--- config.mk ---
export PLATFORM = sky130hd
export DESIGN_NAME = bifs_top
export DESIGN_NICKNAME = d
export VERILOG_FILES = /design/src/rtl/bifs_pkg.sv /design/src/rtl/bifs_top.sv
export SDC_FILE = /design/constraint.sdc
export NUM_CORES = 2
export LEC_CHECK = 0
export ABC_AREA = 0
export BUFFER_PORTS_ARGS = -buffer_cell sky130_fd_sc_hd__buf_2
export CORE_ASPECT_RATIO = 0.5
export CORE_MARGIN = 5
export CORE_UTILIZATION = 41
export CTS_CLUSTER_SIZE = 24
export DETAILED_ROUTE_END_ITERATION = 6
export GPL_TIMING_DRIVEN = 0
export PLACE_DENSITY = 0.59
export SLEW_MARGIN = 20
export SYNTH_ARGS = -nofsm -noshare
export SYNTH_HDL_FRONTEND = slang
export SYNTH_SLANG_ARGS = --single-unit
--- constraint.sdc ---
create_clock -name pclk -period 10.75 [get_ports pclk]
set_input_delay 2.15 -clock pclk [delete_from_list [all_inputs] [get_ports pclk]]
set_output_delay 2.15 -clock pclk [all_outputs]
set_load 0.01 [all_outputs]
--- src/rtl/bifs_pkg.sv ---
// binary input function select: constants, register map, types
// assumes a 100 MHz processing clock and an APB register bus
package bifs_pkg;

  localparam int          SEL_N   = 6;
  localparam int          DW      = 16;
  localparam int          SW      = 19;
  localparam int          FN_W    = 15;
  localparam int          AW      = 8;

  // ---------------------------------------------------------------
  // function codes of the select inputs
  // ---------------------------------------------------------------
  localparam logic [5:0]  FC_BASE = 6'h15;
  localparam logic [5:0]  FC_LAST = 6'h23;

  // bit of each function in the active / assigned vectors
  localparam int          FB_SPD  = 0;
  localparam int          FB_TRQ  = 1;
  localparam int          FB_CUR  = 2;
  localparam int          FB_RED  = 3;
  localparam int          FB_AUTO = 4;
  localparam int          FB_UP   = 5;
  localparam int          FB_DN   = 6;
  localparam int          FB_DSW  = 7;
  localparam int          FB_PBP  = 8;
  localparam int          FB_PBN  = 9;
  localparam int          FB_RS2  = 10;
  localparam int          FB_RS3  = 11;
  localparam int          FB_PS2  = 12;
  localparam int          FB_PS3  = 13;
  localparam int          FB_PS4  = 14;

  // control word may not drive the pushbutton direction functions
  localparam logic [14:0] CW_MASK = 15'h7CFF;

  // ---------------------------------------------------------------
  // register map (byte addresses)
  // ---------------------------------------------------------------
  localparam logic [7:0]  ADDR_CTRL   = 8'h00;
  localparam logic [7:0]  ADDR_CW     = 8'h04;
  localparam logic [7:0]  ADDR_STAT   = 8'h08;
  localparam logic [7:0]  ADDR_FUNC0  = 8'h10;
  localparam logic [7:0]  ADDR_DSP0   = 8'h30;
  localparam logic [7:0]  ADDR_CWSPD  = 8'h50;
  localparam logic [7:0]  ADDR_CWTRQ  = 8'h54;
  localparam logic [7:0]  ADDR_CWCUR  = 8'h58;
  localparam logic [7:0]  ADDR_LIMPOS = 8'h60;
  localparam logic [7:0]  ADDR_LIMNEG = 8'h64;
  localparam logic [7:0]  ADDR_REDPOS = 8'h68;
  localparam logic [7:0]  ADDR_REDNEG = 8'h6C;
  localparam logic [7:0]  ADDR_STEP   = 8'h04;

  localparam int          CTRL_RUN = 0;
  localparam int          CTRL_OPT = 1;
  localparam int          CTRL_ACK = 2;

  localparam logic [15:0] LIMPOS_RST = 16'h7FFF;
  localparam logic [15:0] LIMNEG_RST = 16'h8001;
  localparam logic [15:0] REDPOS_RST = 16'h3FFF;
  localparam logic [15:0] REDNEG_RST = 16'hC001;

  localparam logic [1:0]  RSET_ONE   = 2'h1;
  localparam logic [1:0]  RSET_TWO   = 2'h2;
  localparam logic [1:0]  RSET_THREE = 2'h3;

  localparam logic [1:0]  PSET_ONE   = 2'h0;
  localparam logic [1:0]  PSET_TWO   = 2'h1;
  localparam logic [1:0]  PSET_THREE = 2'h2;
  localparam logic [1:0]  PSET_FOUR  = 2'h3;

  // ---------------------------------------------------------------
  // timing
  // ---------------------------------------------------------------
  localparam int          CLK_KHZ        = 100000;
  localparam int          FLT_DELAY_MS   = 500;
  localparam int          FLT_DELAY_CYC  = FLT_DELAY_MS * CLK_KHZ;
  localparam int          PSET_LATE_MS   = 25;
  localparam int          PSET_LATE_CYC  = PSET_LATE_MS * CLK_KHZ;
  localparam int          CNT_W          = 26;

  typedef enum logic [1:0] {
    FLT_CLEAR   = 2'b01,
    FLT_TRIPPED = 2'b10
  } bifs_flt_e;

endpackage

--- src/rtl/bifs_top.sv ---
// binary input function select: decodes six select inputs and the
// free control word into setpoint, motor pot, ramp and parameter set
// controls; assumes synchronous inputs and an APB master on pclk
`timescale 1ns/10ps
module bifs_top
  import bifs_pkg::*;
#(
  parameter int unsigned FAULT_DELAY_CYC = FLT_DELAY_CYC
) (
  input  wire logic                 pclk,
  input  wire logic                 presetn,
  input  wire logic                 psel,
  input  wire logic                 penable,
  input  wire logic                 pwrite,
  input  wire logic [AW-1:0]        paddr,
  input  wire logic [31:0]          pwdata,
  output logic      [31:0]          prdata,
  output logic                      pready,
  output logic                      pslverr,
  input  wire logic [SEL_N-1:0]     sel_in,
  input  wire logic signed [DW-1:0] ramp_gen_out,
  input  wire logic signed [DW-1:0] speed_ctrl_out,
  input  wire logic signed [DW-1:0] current_sp,
  output logic signed [SW-1:0]      speed_sp_out,
  output logic signed [SW-1:0]      torque_sp_out,
  output logic signed [SW-1:0]      current_sp_out,
  output logic      [DW-1:0]        ramp_in_pos_lim,
  output logic      [DW-1:0]        ramp_in_neg_lim,
  output logic                      motpot_auto_sel,
  output logic                      motpot_raise,
  output logic                      motpot_lower,
  output logic                      motpot_neg,
  output logic      [1:0]           ramp_set,
  output logic                      ramp_integ_override,
  output logic      [1:0]           param_set,
  output logic                      selection_conflict_fault
);

  // ---------------------------------------------------------------
  // helpers
  // ---------------------------------------------------------------
  function automatic logic [FN_W-1:0] code_bit(input logic [5:0] c);
    logic [5:0] d;
    d = c - FC_BASE;
    code_bit = '0;
    if (c >= FC_BASE && c <= FC_LAST) begin
      code_bit[d[3:0]] = 1'b1;
    end
  endfunction

  function automatic logic signed [SW-1:0] sext(input logic [DW-1:0] v);
    sext = {{(SW-DW){v[DW-1]}}, v};
  endfunction

  // ---------------------------------------------------------------
  // registers
  // ---------------------------------------------------------------
  logic [5:0]       func_reg [SEL_N];
  logic [DW-1:0]    dsp_reg  [SEL_N];
  logic             run_en_reg;
  logic             opt_run_reg;
  logic             ack_pulse;
  logic [FN_W-1:0]  free_control_word;
  logic [DW-1:0]    cw_supp_speed_value;
  logic [DW-1:0]    cw_supp_torque_value;
  logic [DW-1:0]    cw_supp_current_value;
  logic [DW-1:0]    lim_pos_reg;
  logic [DW-1:0]    lim_neg_reg;
  logic [DW-1:0]    red_pos_reg;
  logic [DW-1:0]    red_neg_reg;
  logic [31:0]      prdata_next;
  logic             rd_ok;
  logic             wr_acc;

  assign wr_acc = psel && penable && pwrite;

  genvar gi;
  generate
    for (gi = 0; gi < SEL_N; gi++) begin : g_regs
      always_ff @(posedge pclk or negedge presetn) begin
        if (!presetn) begin
          func_reg[gi] <= '0;
          dsp_reg[gi]  <= '0;
        end else if (wr_acc) begin
          if (paddr == ADDR_FUNC0 + AW'(gi) * ADDR_STEP) begin
            func_reg[gi] <= pwdata[5:0];
          end
          if (paddr == ADDR_DSP0 + AW'(gi) * ADDR_STEP) begin
            dsp_reg[gi] <= pwdata[DW-1:0];
          end
        end
      end
    end
  endgenerate

  always_ff @(posedge pclk or negedge presetn) begin
    if (!presetn) begin
      run_en_reg            <= 1'b0;
      opt_run_reg           <= 1'b0;
      ack_pulse             <= 1'b0;
      free_control_word     <= '0;
      cw_supp_speed_value   <= '0;
      cw_supp_torque_value  <= '0;
      cw_supp_current_value <= '0;
      lim_pos_reg           <= LIMPOS_RST;
      lim_neg_reg           <= LIMNEG_RST;
      red_pos_reg           <= REDPOS_RST;
      red_neg_reg           <= REDNEG_RST;
    end else begin
      ack_pulse <= wr_acc && paddr == ADDR_CTRL && pwdata[CTRL_ACK];
      if (wr_acc) begin
        case (paddr)
          ADDR_CTRL: begin
            run_en_reg  <= pwdata[CTRL_RUN];
            opt_run_reg <= pwdata[CTRL_OPT];
          end
          ADDR_CW:     free_control_word     <= pwdata[FN_W-1:0];
          ADDR_CWSPD:  cw_supp_speed_value   <= pwdata[DW-1:0];
          ADDR_CWTRQ:  cw_supp_torque_value  <= pwdata[DW-1:0];
          ADDR_CWCUR:  cw_supp_current_value <= pwdata[DW-1:0];
          ADDR_LIMPOS: lim_pos_reg           <= pwdata[DW-1:0];
          ADDR_LIMNEG: lim_neg_reg           <= pwdata[DW-1:0];
          ADDR_REDPOS: red_pos_reg           <= pwdata[DW-1:0];
          ADDR_REDNEG: red_neg_reg           <= pwdata[DW-1:0];
          default: begin
          end
        endcase
      end
    end
  end

  // ---------------------------------------------------------------
  // read mux, zero wait state
  // ---------------------------------------------------------------
  always_comb begin
    prdata_next = '0;
    rd_ok       = 1'b1;
    case (paddr)
      ADDR_CTRL:   prdata_next = 32'({opt_run_reg, run_en_reg});
      ADDR_CW:     prdata_next = 32'(free_control_word);
      ADDR_STAT:   prdata_next = 32'({motpot_neg, motpot_auto_sel, ramp_set,
                                      param_set, selection_conflict_fault});
      ADDR_CWSPD:  prdata_next = 32'(cw_supp_speed_value);
      ADDR_CWTRQ:  prdata_next = 32'(cw_supp_torque_value);
      ADDR_CWCUR:  prdata_next = 32'(cw_supp_current_value);
      ADDR_LIMPOS: prdata_next = 32'(lim_pos_reg);
      ADDR_LIMNEG: prdata_next = 32'(lim_neg_reg);
      ADDR_REDPOS: prdata_next = 32'(red_pos_reg);
      ADDR_REDNEG: prdata_next = 32'(red_neg_reg);
      default:     rd_ok       = 1'b0;
    endcase
    for (int i = 0; i < SEL_N; i++) begin
      if (paddr == ADDR_FUNC0 + AW'(i) * ADDR_STEP) begin
        prdata_next = 32'(func_reg[i]);
        rd_ok       = 1'b1;
      end
      if (paddr == ADDR_DSP0 + AW'(i) * ADDR_STEP) begin
        prdata_next = 32'(dsp_reg[i]);
        rd_ok       = 1'b1;
      end
    end
  end

  always_ff @(posedge pclk or negedge presetn) begin
    if (!presetn) begin
      prdata  <= '0;
      pready  <= 1'b0;
      pslverr <= 1'b0;
    end else begin
      pready  <= 1'b1;
      if (psel && !penable) begin
        prdata  <= pwrite ? '0 : prdata_next;
        pslverr <= !rd_ok;
      end
    end
  end

  // ---------------------------------------------------------------
  // input sampling and function decode
  // ---------------------------------------------------------------
  logic [SEL_N-1:0] sel_q;
  logic [FN_W-1:0]  term_hit [SEL_N];
  logic [FN_W-1:0]  asg_hit  [SEL_N];
  logic [FN_W-1:0]  act;
  logic [FN_W-1:0]  asg;

  always_ff @(posedge pclk or negedge presetn) begin
    if (!presetn) begin
      sel_q <= '0;
    end else begin
      sel_q <= sel_in;
    end
  end

  generate
    for (gi = 0; gi < SEL_N; gi++) begin : g_dec
      assign asg_hit[gi]  = code_bit(func_reg[gi]);
      assign term_hit[gi] = sel_q[gi] ? asg_hit[gi] : '0;
    end
  endgenerate

  always_comb begin
    act = free_control_word & CW_MASK;
    asg = '0;
    for (int i = 0; i < SEL_N; i++) begin
      act = act | term_hit[i];
      asg = asg | asg_hit[i];
    end
  end

  // ---------------------------------------------------------------
  // supplementary setpoints
  // ---------------------------------------------------------------
  logic signed [SW-1:0] sum_spd;
  logic signed [SW-1:0] sum_trq;
  logic signed [SW-1:0] sum_cur;

  always_comb begin
    sum_spd = free_control_word[FB_SPD] ? sext(cw_supp_speed_value) : '0;
    sum_trq = free_control_word[FB_TRQ] ? sext(cw_supp_torque_value) : '0;
    sum_cur = free_control_word[FB_CUR] ? sext(cw_supp_current_value) : '0;
    for (int i = 0; i < SEL_N; i++) begin
      if (term_hit[i][FB_SPD]) begin
        sum_spd = sum_spd + sext(dsp_reg[i]);
      end
      if (term_hit[i][FB_TRQ]) begin
        sum_trq = sum_trq + sext(dsp_reg[i]);
      end
      if (term_hit[i][FB_CUR]) begin
        sum_cur = sum_cur + sext(dsp_reg[i]);
      end
    end
  end

  always_ff @(posedge pclk or negedge presetn) begin
    if (!presetn) begin
      speed_sp_out   <= '0;
      torque_sp_out  <= '0;
      current_sp_out <= '0;
    end else if (run_en_reg) begin
      speed_sp_out   <= sext(ramp_gen_out) + sum_spd;
      torque_sp_out  <= sext(speed_ctrl_out) + sum_trq;
      current_sp_out <= sext(current_sp) + sum_cur;
    end else begin
      speed_sp_out   <= sext(ramp_gen_out);
      torque_sp_out  <= sext(speed_ctrl_out);
      current_sp_out <= sext(current_sp);
    end
  end

  // ---------------------------------------------------------------
  // setpoint reduction and ramp set
  // ---------------------------------------------------------------
  always_ff @(posedge pclk or negedge presetn) begin
    if (!presetn) begin
      ramp_in_pos_lim <= LIMPOS_RST;
      ramp_in_neg_lim <= LIMNEG_RST;
    end else begin
      ramp_in_pos_lim <= act[FB_RED] ? red_pos_reg : lim_pos_reg;
      ramp_in_neg_lim <= act[FB_RED] ? red_neg_reg : lim_neg_reg;
    end
  end

  always_ff @(posedge pclk or negedge presetn) begin
    if (!presetn) begin
      ramp_set            <= RSET_ONE;
      ramp_integ_override <= 1'b0;
    end else begin
      ramp_integ_override <= act[FB_RS2] || act[FB_RS3];
      if (act[FB_RS3]) begin
        ramp_set <= RSET_THREE;
      end else if (act[FB_RS2]) begin
        ramp_set <= RSET_TWO;
      end else begin
        ramp_set <= RSET_ONE;
      end
    end
  end

  // ---------------------------------------------------------------
  // motorized potentiometer
  // ---------------------------------------------------------------
  logic btn_asg;
  assign btn_asg = asg[FB_PBP] || asg[FB_PBN];

  always_ff @(posedge pclk or negedge presetn) begin
    if (!presetn) begin
      motpot_auto_sel <= 1'b0;
      motpot_raise    <= 1'b0;
      motpot_lower    <= 1'b0;
      motpot_neg      <= 1'b0;
    end else begin
      motpot_auto_sel <= act[FB_AUTO];
      motpot_lower    <= act[FB_DN];
      motpot_raise    <= act[FB_UP] && !act[FB_DN];
      if (btn_asg) begin
        if (act[FB_PBN]) begin
          motpot_neg <= 1'b1;
        end else if (act[FB_PBP]) begin
          motpot_neg <= 1'b0;
        end
      end else begin
        motpot_neg <= act[FB_DSW];
      end
    end
  end

  // ---------------------------------------------------------------
  // parameter set selection
  // ---------------------------------------------------------------
  logic [2:0]       ps_vec;
  logic [2:0]       ps_ref;
  logic             ps_amb;
  logic             ps_dev;
  logic [CNT_W-1:0] amb_cnt;
  logic [CNT_W-1:0] opt_cnt;
  logic             amb_trip;
  logic             opt_trip;

  assign ps_vec   = {act[FB_PS4], act[FB_PS3], act[FB_PS2]};
  assign ps_amb   = ps_vec != '0 && (ps_vec & (ps_vec - 3'h1)) != '0;
  assign ps_dev   = opt_run_reg && ps_vec != ps_ref;
  assign amb_trip = ps_amb && amb_cnt == CNT_W'(FAULT_DELAY_CYC - 1);
  assign opt_trip = ps_dev && opt_cnt == CNT_W'(FAULT_DELAY_CYC - 1);

  always_ff @(posedge pclk or negedge presetn) begin
    if (!presetn) begin
      param_set <= PSET_ONE;
    end else begin
      case (ps_vec)
        3'b000:  param_set <= PSET_ONE;
        3'b001:  param_set <= PSET_TWO;
        3'b010:  param_set <= PSET_THREE;
        3'b100:  param_set <= PSET_FOUR;
        default: param_set <= param_set;
      endcase
    end
  end

  always_ff @(posedge pclk or negedge presetn) begin
    if (!presetn) begin
      amb_cnt <= '0;
    end else if (!ps_amb) begin
      amb_cnt <= '0;
    end else if (!amb_trip) begin
      amb_cnt <= amb_cnt + CNT_W'(1);
    end
  end

  always_ff @(posedge pclk or negedge presetn) begin
    if (!presetn) begin
      ps_ref  <= '0;
      opt_cnt <= '0;
    end else begin
      if (!opt_run_reg) begin
        ps_ref <= ps_vec;
      end
      if (!ps_dev) begin
        opt_cnt <= '0;
      end else if (!opt_trip) begin
        opt_cnt <= opt_cnt + CNT_W'(1);
      end
    end
  end

  // ---------------------------------------------------------------
  // configuration fault latch
  // ---------------------------------------------------------------
  bifs_flt_e flt_reg;
  bifs_flt_e flt_next;
  logic      flt_set;

  assign flt_set = (act[FB_RS2] && act[FB_RS3]) || amb_trip || opt_trip;

  always_comb begin
    flt_next = flt_reg;
    case (flt_reg)
      FLT_CLEAR:   flt_next = flt_set ? FLT_TRIPPED : FLT_CLEAR;
      FLT_TRIPPED: flt_next = (ack_pulse && !flt_set) ? FLT_CLEAR : FLT_TRIPPED;
      default:     flt_next = FLT_CLEAR;
    endcase
  end

  always_ff @(posedge pclk or negedge presetn) begin
    if (!presetn) begin
      flt_reg                  <= FLT_CLEAR;
      selection_conflict_fault <= 1'b0;
    end else begin
      flt_reg                  <= flt_next;
      selection_conflict_fault <= flt_next == FLT_TRIPPED;
    end
  end
endmodule

# ---- Yosys cells after proc, flatten, opt, wreduce, memory -nomap -nowiden
# Index checks and enable logic that the tools add are counted.
dict set report word_totals {
  regBits 458
  latch_bits 0
  ramBits 0
  rom_bits 0
  in_bits 99
  out_inout_bits 133
  word_cells 292
  memories 0
}
dict set report op_classes {
  n_addsub 30
  multipliers 0
  div_mod_pow 0
  magnitude_cmp 24
  eq_ne 33
  n_shift 0
  n_mux 90
  n_bitwise 12
  reduce_logical 59
}
# cell count
set op_table {}
lappend op_table {{two-way mux 19 bit} 24}
lappend op_table {{two-way mux 32 bit} 12}
lappend op_table {{adder 19 x 16 -> 19 bit} 18}
lappend op_table {{two-way mux 15 bit} 12}
lappend op_table {{one-hot mux 16 bit (10 select lines)} 1}
lappend op_table {{two-way mux 26 bit} 4}
lappend op_table {{bitwise OR 15 bit} 6}
lappend op_table {{== test 8 x 7 -> 1 bit, second input constant} 9}
lappend op_table {{adder 16 x 19 -> 19 bit} 3}
lappend op_table {{adder 26 x 1 -> 26 bit, second input constant} 2}
lappend op_table {{== test 26 bit, second input constant} 2}
lappend op_table {{bitwise OR 10 bit} 5}
lappend op_table {{== test 8 x 6 -> 1 bit, second input constant} 6}
lappend op_table {{two-way mux 16 bit} 3}
lappend op_table {{AND reduction 2 bit} 21}
lappend op_table {{>= comparator 6 x 5 -> 1 bit, second input constant} 6}
lappend op_table {{less-or-equal comparator 6 bit, second input constant} 6}
lappend op_table {{== test 8 x 5 -> 1 bit, second input constant} 4}
lappend op_table {{less-than comparator 4 x 5 -> 1 bit, second input constant} 6}
lappend op_table {{demux 1 bit (select 4 bit)} 6}
lappend op_table {{>= comparator 4 x 1 -> 1 bit, second input constant} 6}
lappend op_table {{logical AND 1 bit} 24}
lappend op_table {{subtractor 4 x 3 -> 4 bit, second input constant} 6}
lappend op_table {{two-way mux 1 bit} 22}
lappend op_table {{22 further kinds} 34}

# ---- Depth between registers and ports, before layout
dict set report logic_depth {
  depth_word 25
  depth_mapped 60
  ltp_nobuf 59
}

# ---- Worst setup path after synthesis
# No wires, ideal clock.
dict set report synth_path {
  path_type {register to register}
  from {reg free_control_word[1]}
  to {reg torque_sp_out[18]}
  setup_time_ps 80
  t_arrival_ps 10171
  required_time_ps 10670
  path_slack_ps 499
  path_stages_with_launch 56
  n_path_buf 1
  synth_period_minus_slack_ps 10251
  path_cell_list {dfrtp_1 -> clkbuf_1 -> and2_1 -> ha_1 -> a21o_1 -> maj3_2 -> a21oi_2 -> o21bai_1 -> xor2_1 -> mux2i_1 -> inv_1 -> ha_1 -> o211a_1 -> o31ai_1 -> and2_1 -> xnor2_1 -> nor2_1 -> a21oi_1 -> [... 20 more ...] -> ha_1 -> nor3_1 -> o2111ai_1 -> a31oi_1 -> nor2b_1 -> o21a_1 -> nor2_1 -> xnor2_1 -> mux2_2 -> ha_1 -> and3_1 -> a211oi_1 -> o21bai_1 -> a21oi_1 -> xnor3_1 -> xnor2_1 -> mux2i_1 -> xnor2_1}
}
dict set report synth_via {
  elab_chain_len 15
}
# element line
set synth_lines {}
lappend synth_lines {{from (decl)} bifs_top.sv:63} ;# logic [FN_W-1:0] free_control_word;
lappend synth_lines {{from (signal assigned)} bifs_top.sv:117} ;# ADDR_CW: free_control_word <= pwdata[FN_W-1:0];
lappend synth_lines {{two-way mux 19 bit (*)} bifs_top.sv:220} ;# sum_trq = free_control_word[FB_TRQ] ? sext(cw_supp_torque_value) : '0;
lappend synth_lines {{adder 19 x 16 -> 19 bit} bifs_top.sv:227} ;# sum_trq = sum_trq + sext(dsp_reg[i]);
lappend synth_lines {{two-way mux 19 bit (*)} bifs_top.sv:226} ;# if (term_hit[i][FB_TRQ]) begin
lappend synth_lines {{adder 19 x 16 -> 19 bit} bifs_top.sv:227}
lappend synth_lines {{two-way mux 19 bit (*)} bifs_top.sv:226}
lappend synth_lines {{adder 19 x 16 -> 19 bit} bifs_top.sv:227}
lappend synth_lines {{two-way mux 19 bit (*)} bifs_top.sv:226}
lappend synth_lines {{adder 19 x 16 -> 19 bit} bifs_top.sv:227}
lappend synth_lines {{two-way mux 19 bit (*)} bifs_top.sv:226}
lappend synth_lines {{adder 19 x 16 -> 19 bit} bifs_top.sv:227}
lappend synth_lines {{two-way mux 19 bit (*)} bifs_top.sv:226}
lappend synth_lines {{adder 19 x 16 -> 19 bit} bifs_top.sv:227}
lappend synth_lines {{two-way mux 19 bit (*)} bifs_top.sv:226}
lappend synth_lines {{adder 16 x 19 -> 19 bit (*)} bifs_top.sv:242} ;# torque_sp_out <= sext(speed_ctrl_out) + sum_trq;
lappend synth_lines {{two-way mux 19 bit (*)} bifs_top.sv:240} ;# end else if (run_en_reg) begin
lappend synth_lines {{to (signal assigned)} bifs_top.sv:242}
lappend synth_lines {{to (signal assigned)} bifs_top.sv:246} ;# torque_sp_out <= sext(speed_ctrl_out);
lappend synth_lines {{to (decl)} bifs_top.sv:25} ;# output logic signed [SW-1:0] torque_sp_out,
# Every way passes the cells marked *; elsewhere a longest branch is shown, timed or not.
# A chain may end at the register's enable or synchronous reset.

# ---- Worst setup path in the final report
dict set report layout_path {
  from {reg cw_supp_torque_value[1]}
  to {reg torque_sp_out[18]}
}
dict set report layout_via {
  elab_chain_len 15
}
# element line
set layout_lines {}
lappend layout_lines {{from (decl)} bifs_top.sv:65} ;# logic [DW-1:0] cw_supp_torque_value;
lappend layout_lines {{from (signal assigned)} bifs_top.sv:119} ;# ADDR_CWTRQ: cw_supp_torque_value <= pwdata[DW-1:0];
lappend layout_lines {{two-way mux 19 bit (*)} bifs_top.sv:220}
lappend layout_lines {{adder 19 x 16 -> 19 bit} bifs_top.sv:227}
lappend layout_lines {{two-way mux 19 bit (*)} bifs_top.sv:226}
lappend layout_lines {{adder 19 x 16 -> 19 bit} bifs_top.sv:227}
lappend layout_lines {{two-way mux 19 bit (*)} bifs_top.sv:226}
lappend layout_lines {{adder 19 x 16 -> 19 bit} bifs_top.sv:227}
lappend layout_lines {{two-way mux 19 bit (*)} bifs_top.sv:226}
lappend layout_lines {{adder 19 x 16 -> 19 bit} bifs_top.sv:227}
lappend layout_lines {{two-way mux 19 bit (*)} bifs_top.sv:226}
lappend layout_lines {{adder 19 x 16 -> 19 bit} bifs_top.sv:227}
lappend layout_lines {{two-way mux 19 bit (*)} bifs_top.sv:226}
lappend layout_lines {{adder 19 x 16 -> 19 bit} bifs_top.sv:227}
lappend layout_lines {{two-way mux 19 bit (*)} bifs_top.sv:226}
lappend layout_lines {{adder 16 x 19 -> 19 bit (*)} bifs_top.sv:242}
lappend layout_lines {{two-way mux 19 bit (*)} bifs_top.sv:240}
# Marked as above.

==> impl_metrics.tcl <==
set metrics [dict create \
    wl_met1_um 72800 \
    cts_tree "done" \
    syn_area_um2 40400 \
    synth-seq-area-share_pct 27.4 \
    grt_pass1_wl_um 234000 \
    die_y_um 232 \
    async_flop_share_pct 100 \
    io_pins 232 \
    grt-ovfl-total 0 \
    synthFlopType "dfrtp_1" \
    synth.distinct_cells 93 \
    ys_ff_latch 441 \
    power_frac_seq_pct 47.3 \
    fin_crit_sh_pct 101 \
    crit_slowest_cell "dfrtp_1" \
    slew_viol_final 0 \
    synthMostInstantiatedCell "mux2_2" \
    fin_ws_ps -105 \
    path_common_cell "ha_4" \
    hold_viol_final 0 \
    num_rows 81 \
    yosysTopAreaCell "dfrtp_1" \
    nNetsFinal 5443 \
    critPathMaxFanout 5 \
    critPathLaunch "cw_supp_torque_value[1]" \
    worstSetupEndpointType "flip-flop" \
    wl_per_cell_um 26.0 \
    hold_buffers 0 \
    cts_buffers 43 \
    die_width_um 454 \
    multiInputGateArea_um2 30200 \
    required_ps 11270 \
    hold_start "prdata[6]" \
    crit_type "flip-flop to flip-flop" \
    synthCells 4544 \
    hold_class "flip-flop to flip-flop" \
    dp_slack_ps -1880 \
    arrival_ps 11380 \
    register_area_um2 11100 \
    largest_register_ffs 96 \
    vias 38176 \
    setup_violations 1 \
    clock_path_buffers 3 \
    r2r_slack_ps -110 \
    cap_violations 0 \
    peakVddDrop_v 0.0000957 \
    pwr-share-clk_pct 44.7 \
    p_leak_nw 22.6 \
    total_power_mw 3.68 \
    yosysTopAreaCellShare_pct 24.0 \
    gp_congestion 1.01 \
    r2r-start "cw_supp_torque_value[1]" \
    placed_cells 6092 \
    antenna_left 0 \
    cts_sinks 441 \
    p_int_mw 2.71 \
    power_frac_comb_pct 8.1 \
    route.detailed.drc 0 \
    wl_met3_um 17800 \
    coreArea_um2 97800 \
    die-area_um2 105000 \
    crit_path_start_kind "flip-flop" \
    syn_to_final_growth_pct 18.6 \
    fillCellCount 9224 \
    grt_usage_pct 29.8 \
    grt_max_degree 104 \
    worstMarginPinSlew_ps 1320 \
    drt_iter0_drc 4103 \
    dpl.hpwl_um 130000 \
    totalWireLength_um 164000 \
    root_buffer "clkbuf_16" \
    status "finished with violations" \
    top_layer_used "met5" \
    grt_pass1_vias 35958 \
    wl_met2_um 66500 \
    vias_per_cell 6.07 \
    worstSkewPairLatency_ps 620 \
    p_sw_share_pct 26.2 \
    synth_edf_count 0 \
    clock_skew_ps 28.7 \
    cts_max_level 2 \
    setup_tns_ps -105 \
    drive_gt1_share_pct 26.3 \
    cpPeakStageDelay_ps 440 \
    synth_common_cells "428 x mux2_2, 404 x nor2_1, 394 x ha_1, 388 x dfrtp_1, 355 x nand2_1" \
    maxSlewHeadroom_pct 11.5 \
    instances_no_fill 6294 \
    net-switching-power_mw 0.963 \
    rsz0062_at_grt "yes" \
    drt_pass1_iterations 6 \
    fin_crit_ps 10860 \
    portBuffers 195 \
    failed_checks "negative setup slack" \
    synth_warnings 0 \
    initial_core_util_pct 41.4 \
    yosys-top-cells-area "dfrtp_1 24%, ha_1 12%, mux2_2 12%, xnor2_1 5.0%, a21oi_1 4.0%" \
    antenna_found_initial 6 \
    synth_area_per_cell_um2 8.90 \
    clk_pin_slew_ps 70 \
    fmax_mhz 92.1 \
    p_per_area_nw_per_um2 76.6 \
]
-- logic make-up (layout without fill, tap and decap cells) --
| logic type | count (synthesis) | count (layout) | share of synthesized area [%] |
|---|---|---|---|
| other cells | 2 | 20 | 0.0186 |
| fa+ha+maj | 418 | 418 | 13.3 |
| compound gates | 1182 | 1182 | 19.3 |
| xor+xnor | 364 | 364 | 8.05 |
| mux | 459 | 459 | 12.7 |
| buf+inv | 334 | 738 | 3.31 |
| flops | 441 | 441 | 27.4 |
| simple gates | 1344 | 1344 | 15.8 |
-- layout by cell type (no fill, tap or decap), types with 25 or more instances in the layout --
master,synthesis,layout
a21o_1,98,98
a21oi_1,324,259
a21oi_2,9,67
a221oi_1,38,37
a22o_1,32,32
a22oi_1,47,47
a31oi_1,45,32
and2_1,71,63
and3_1,34,33
buf_2,11,205
buf_4,19,140
clkbuf_1,137,134
clkbuf_16,0,43
dfrtp_1,388,384
dfstp_2,53,53
ha_1,394,323
ha_4,0,56
inv_1,160,156
mux2_2,428,416
mux2i_1,31,25
nand2_1,355,347
nand2b_1,47,47
nand3_1,98,97
nand4_1,42,42
nor2_1,404,387
nor2b_1,59,56
nor3_1,99,85
o21a_1,71,71
o21ai_0,202,159
o21ai_1,15,26
o21ai_2,1,26
o21bai_1,49,48
or2_2,32,32
or3_1,33,33
xnor2_1,232,225
xor2_1,127,125
-- layer usage --
metal  GRT usage, %  up-vias
met1           41.0    18919
met5           3.68        -
met4           10.0       14
met2           43.0     1631
li1               -    17355
met3           10.4      257
-- stage by stage --
step	hold WS [ps]	area (µm²)	utilization (%)
final	476	48000	49.1
after floorplan	466	40500	-
after global routing	497	48000	49.1
after CTS	478	46300	47.3
after global placement	457	43100	44.1
after detailed placement	462	43400	44.3
-- layout make-up --
| cell class | instances | share of cell area (%) |
|---|---|---|
| tap | 1328 | 3.46 |
| buffer | 172 | 1.67 |
| multi-input combinational | 3784 | 63.0 |
| antenna | 3 | 0.0156 |
| clock inverter | 21 | 0.584 |
| clock buffer | 58 | 2.49 |
| inverter | 160 | 1.26 |
| timing repair buffer | 327 | 4.37 |
| sequential | 441 | 23.1 |
-- power by group through the flow --
| stage | registers [mW] | clock network [mW] | logic (mW) |
|---|---|---|---|
| 2_1_floorplan | 1.75 | 0 | 0.138 |
| 3_3_place_gp | 1.76 | 0 | 0.268 |
| 3_5_place_dp | 1.76 | 0 | 0.281 |
| 4_1_cts | 1.73 | 1.66 | 0.287 |
| 5_1_grt | 1.74 | 1.73 | 0.322 |
| 6_report | 1.74 | 1.64 | 0.296 |
-- critical path, delay by kind of cell (launching register included) --
kind,cells,cell delay [ps]
AO/OA/AOI/OAI,18,3310
adder cells (fa/ha/maj),8,2240
AND/OR/NAND/NOR,14,1590
XOR/XNOR,8,1370
buffers and inverters,2,280
multiplexers,5,1510
flip-flops,1,440
-- what timing repair did --
| action | in CTS | in global routing |
|---|---|---|
| endpoints found under the setup margin | 20 | 14 |
| pin swaps | 49 | 111 |
| buffers inserted | 45 | 77 |
| resized for setup | 238 | 226 |
-- final timing paths --
path	to	cells after the start
setup / recovery	torque_sp_out[18]	55
max in group asynchronous	ramp_in_pos_lim[14]	5
hold reg to reg	prdata[6]	2
hold / removal	prdata[6]	2
setup reg to reg	torque_sp_out[18]	55
min in group asynchronous	current_sp_out[11]	1
Power figures use the tool's default switching activity.
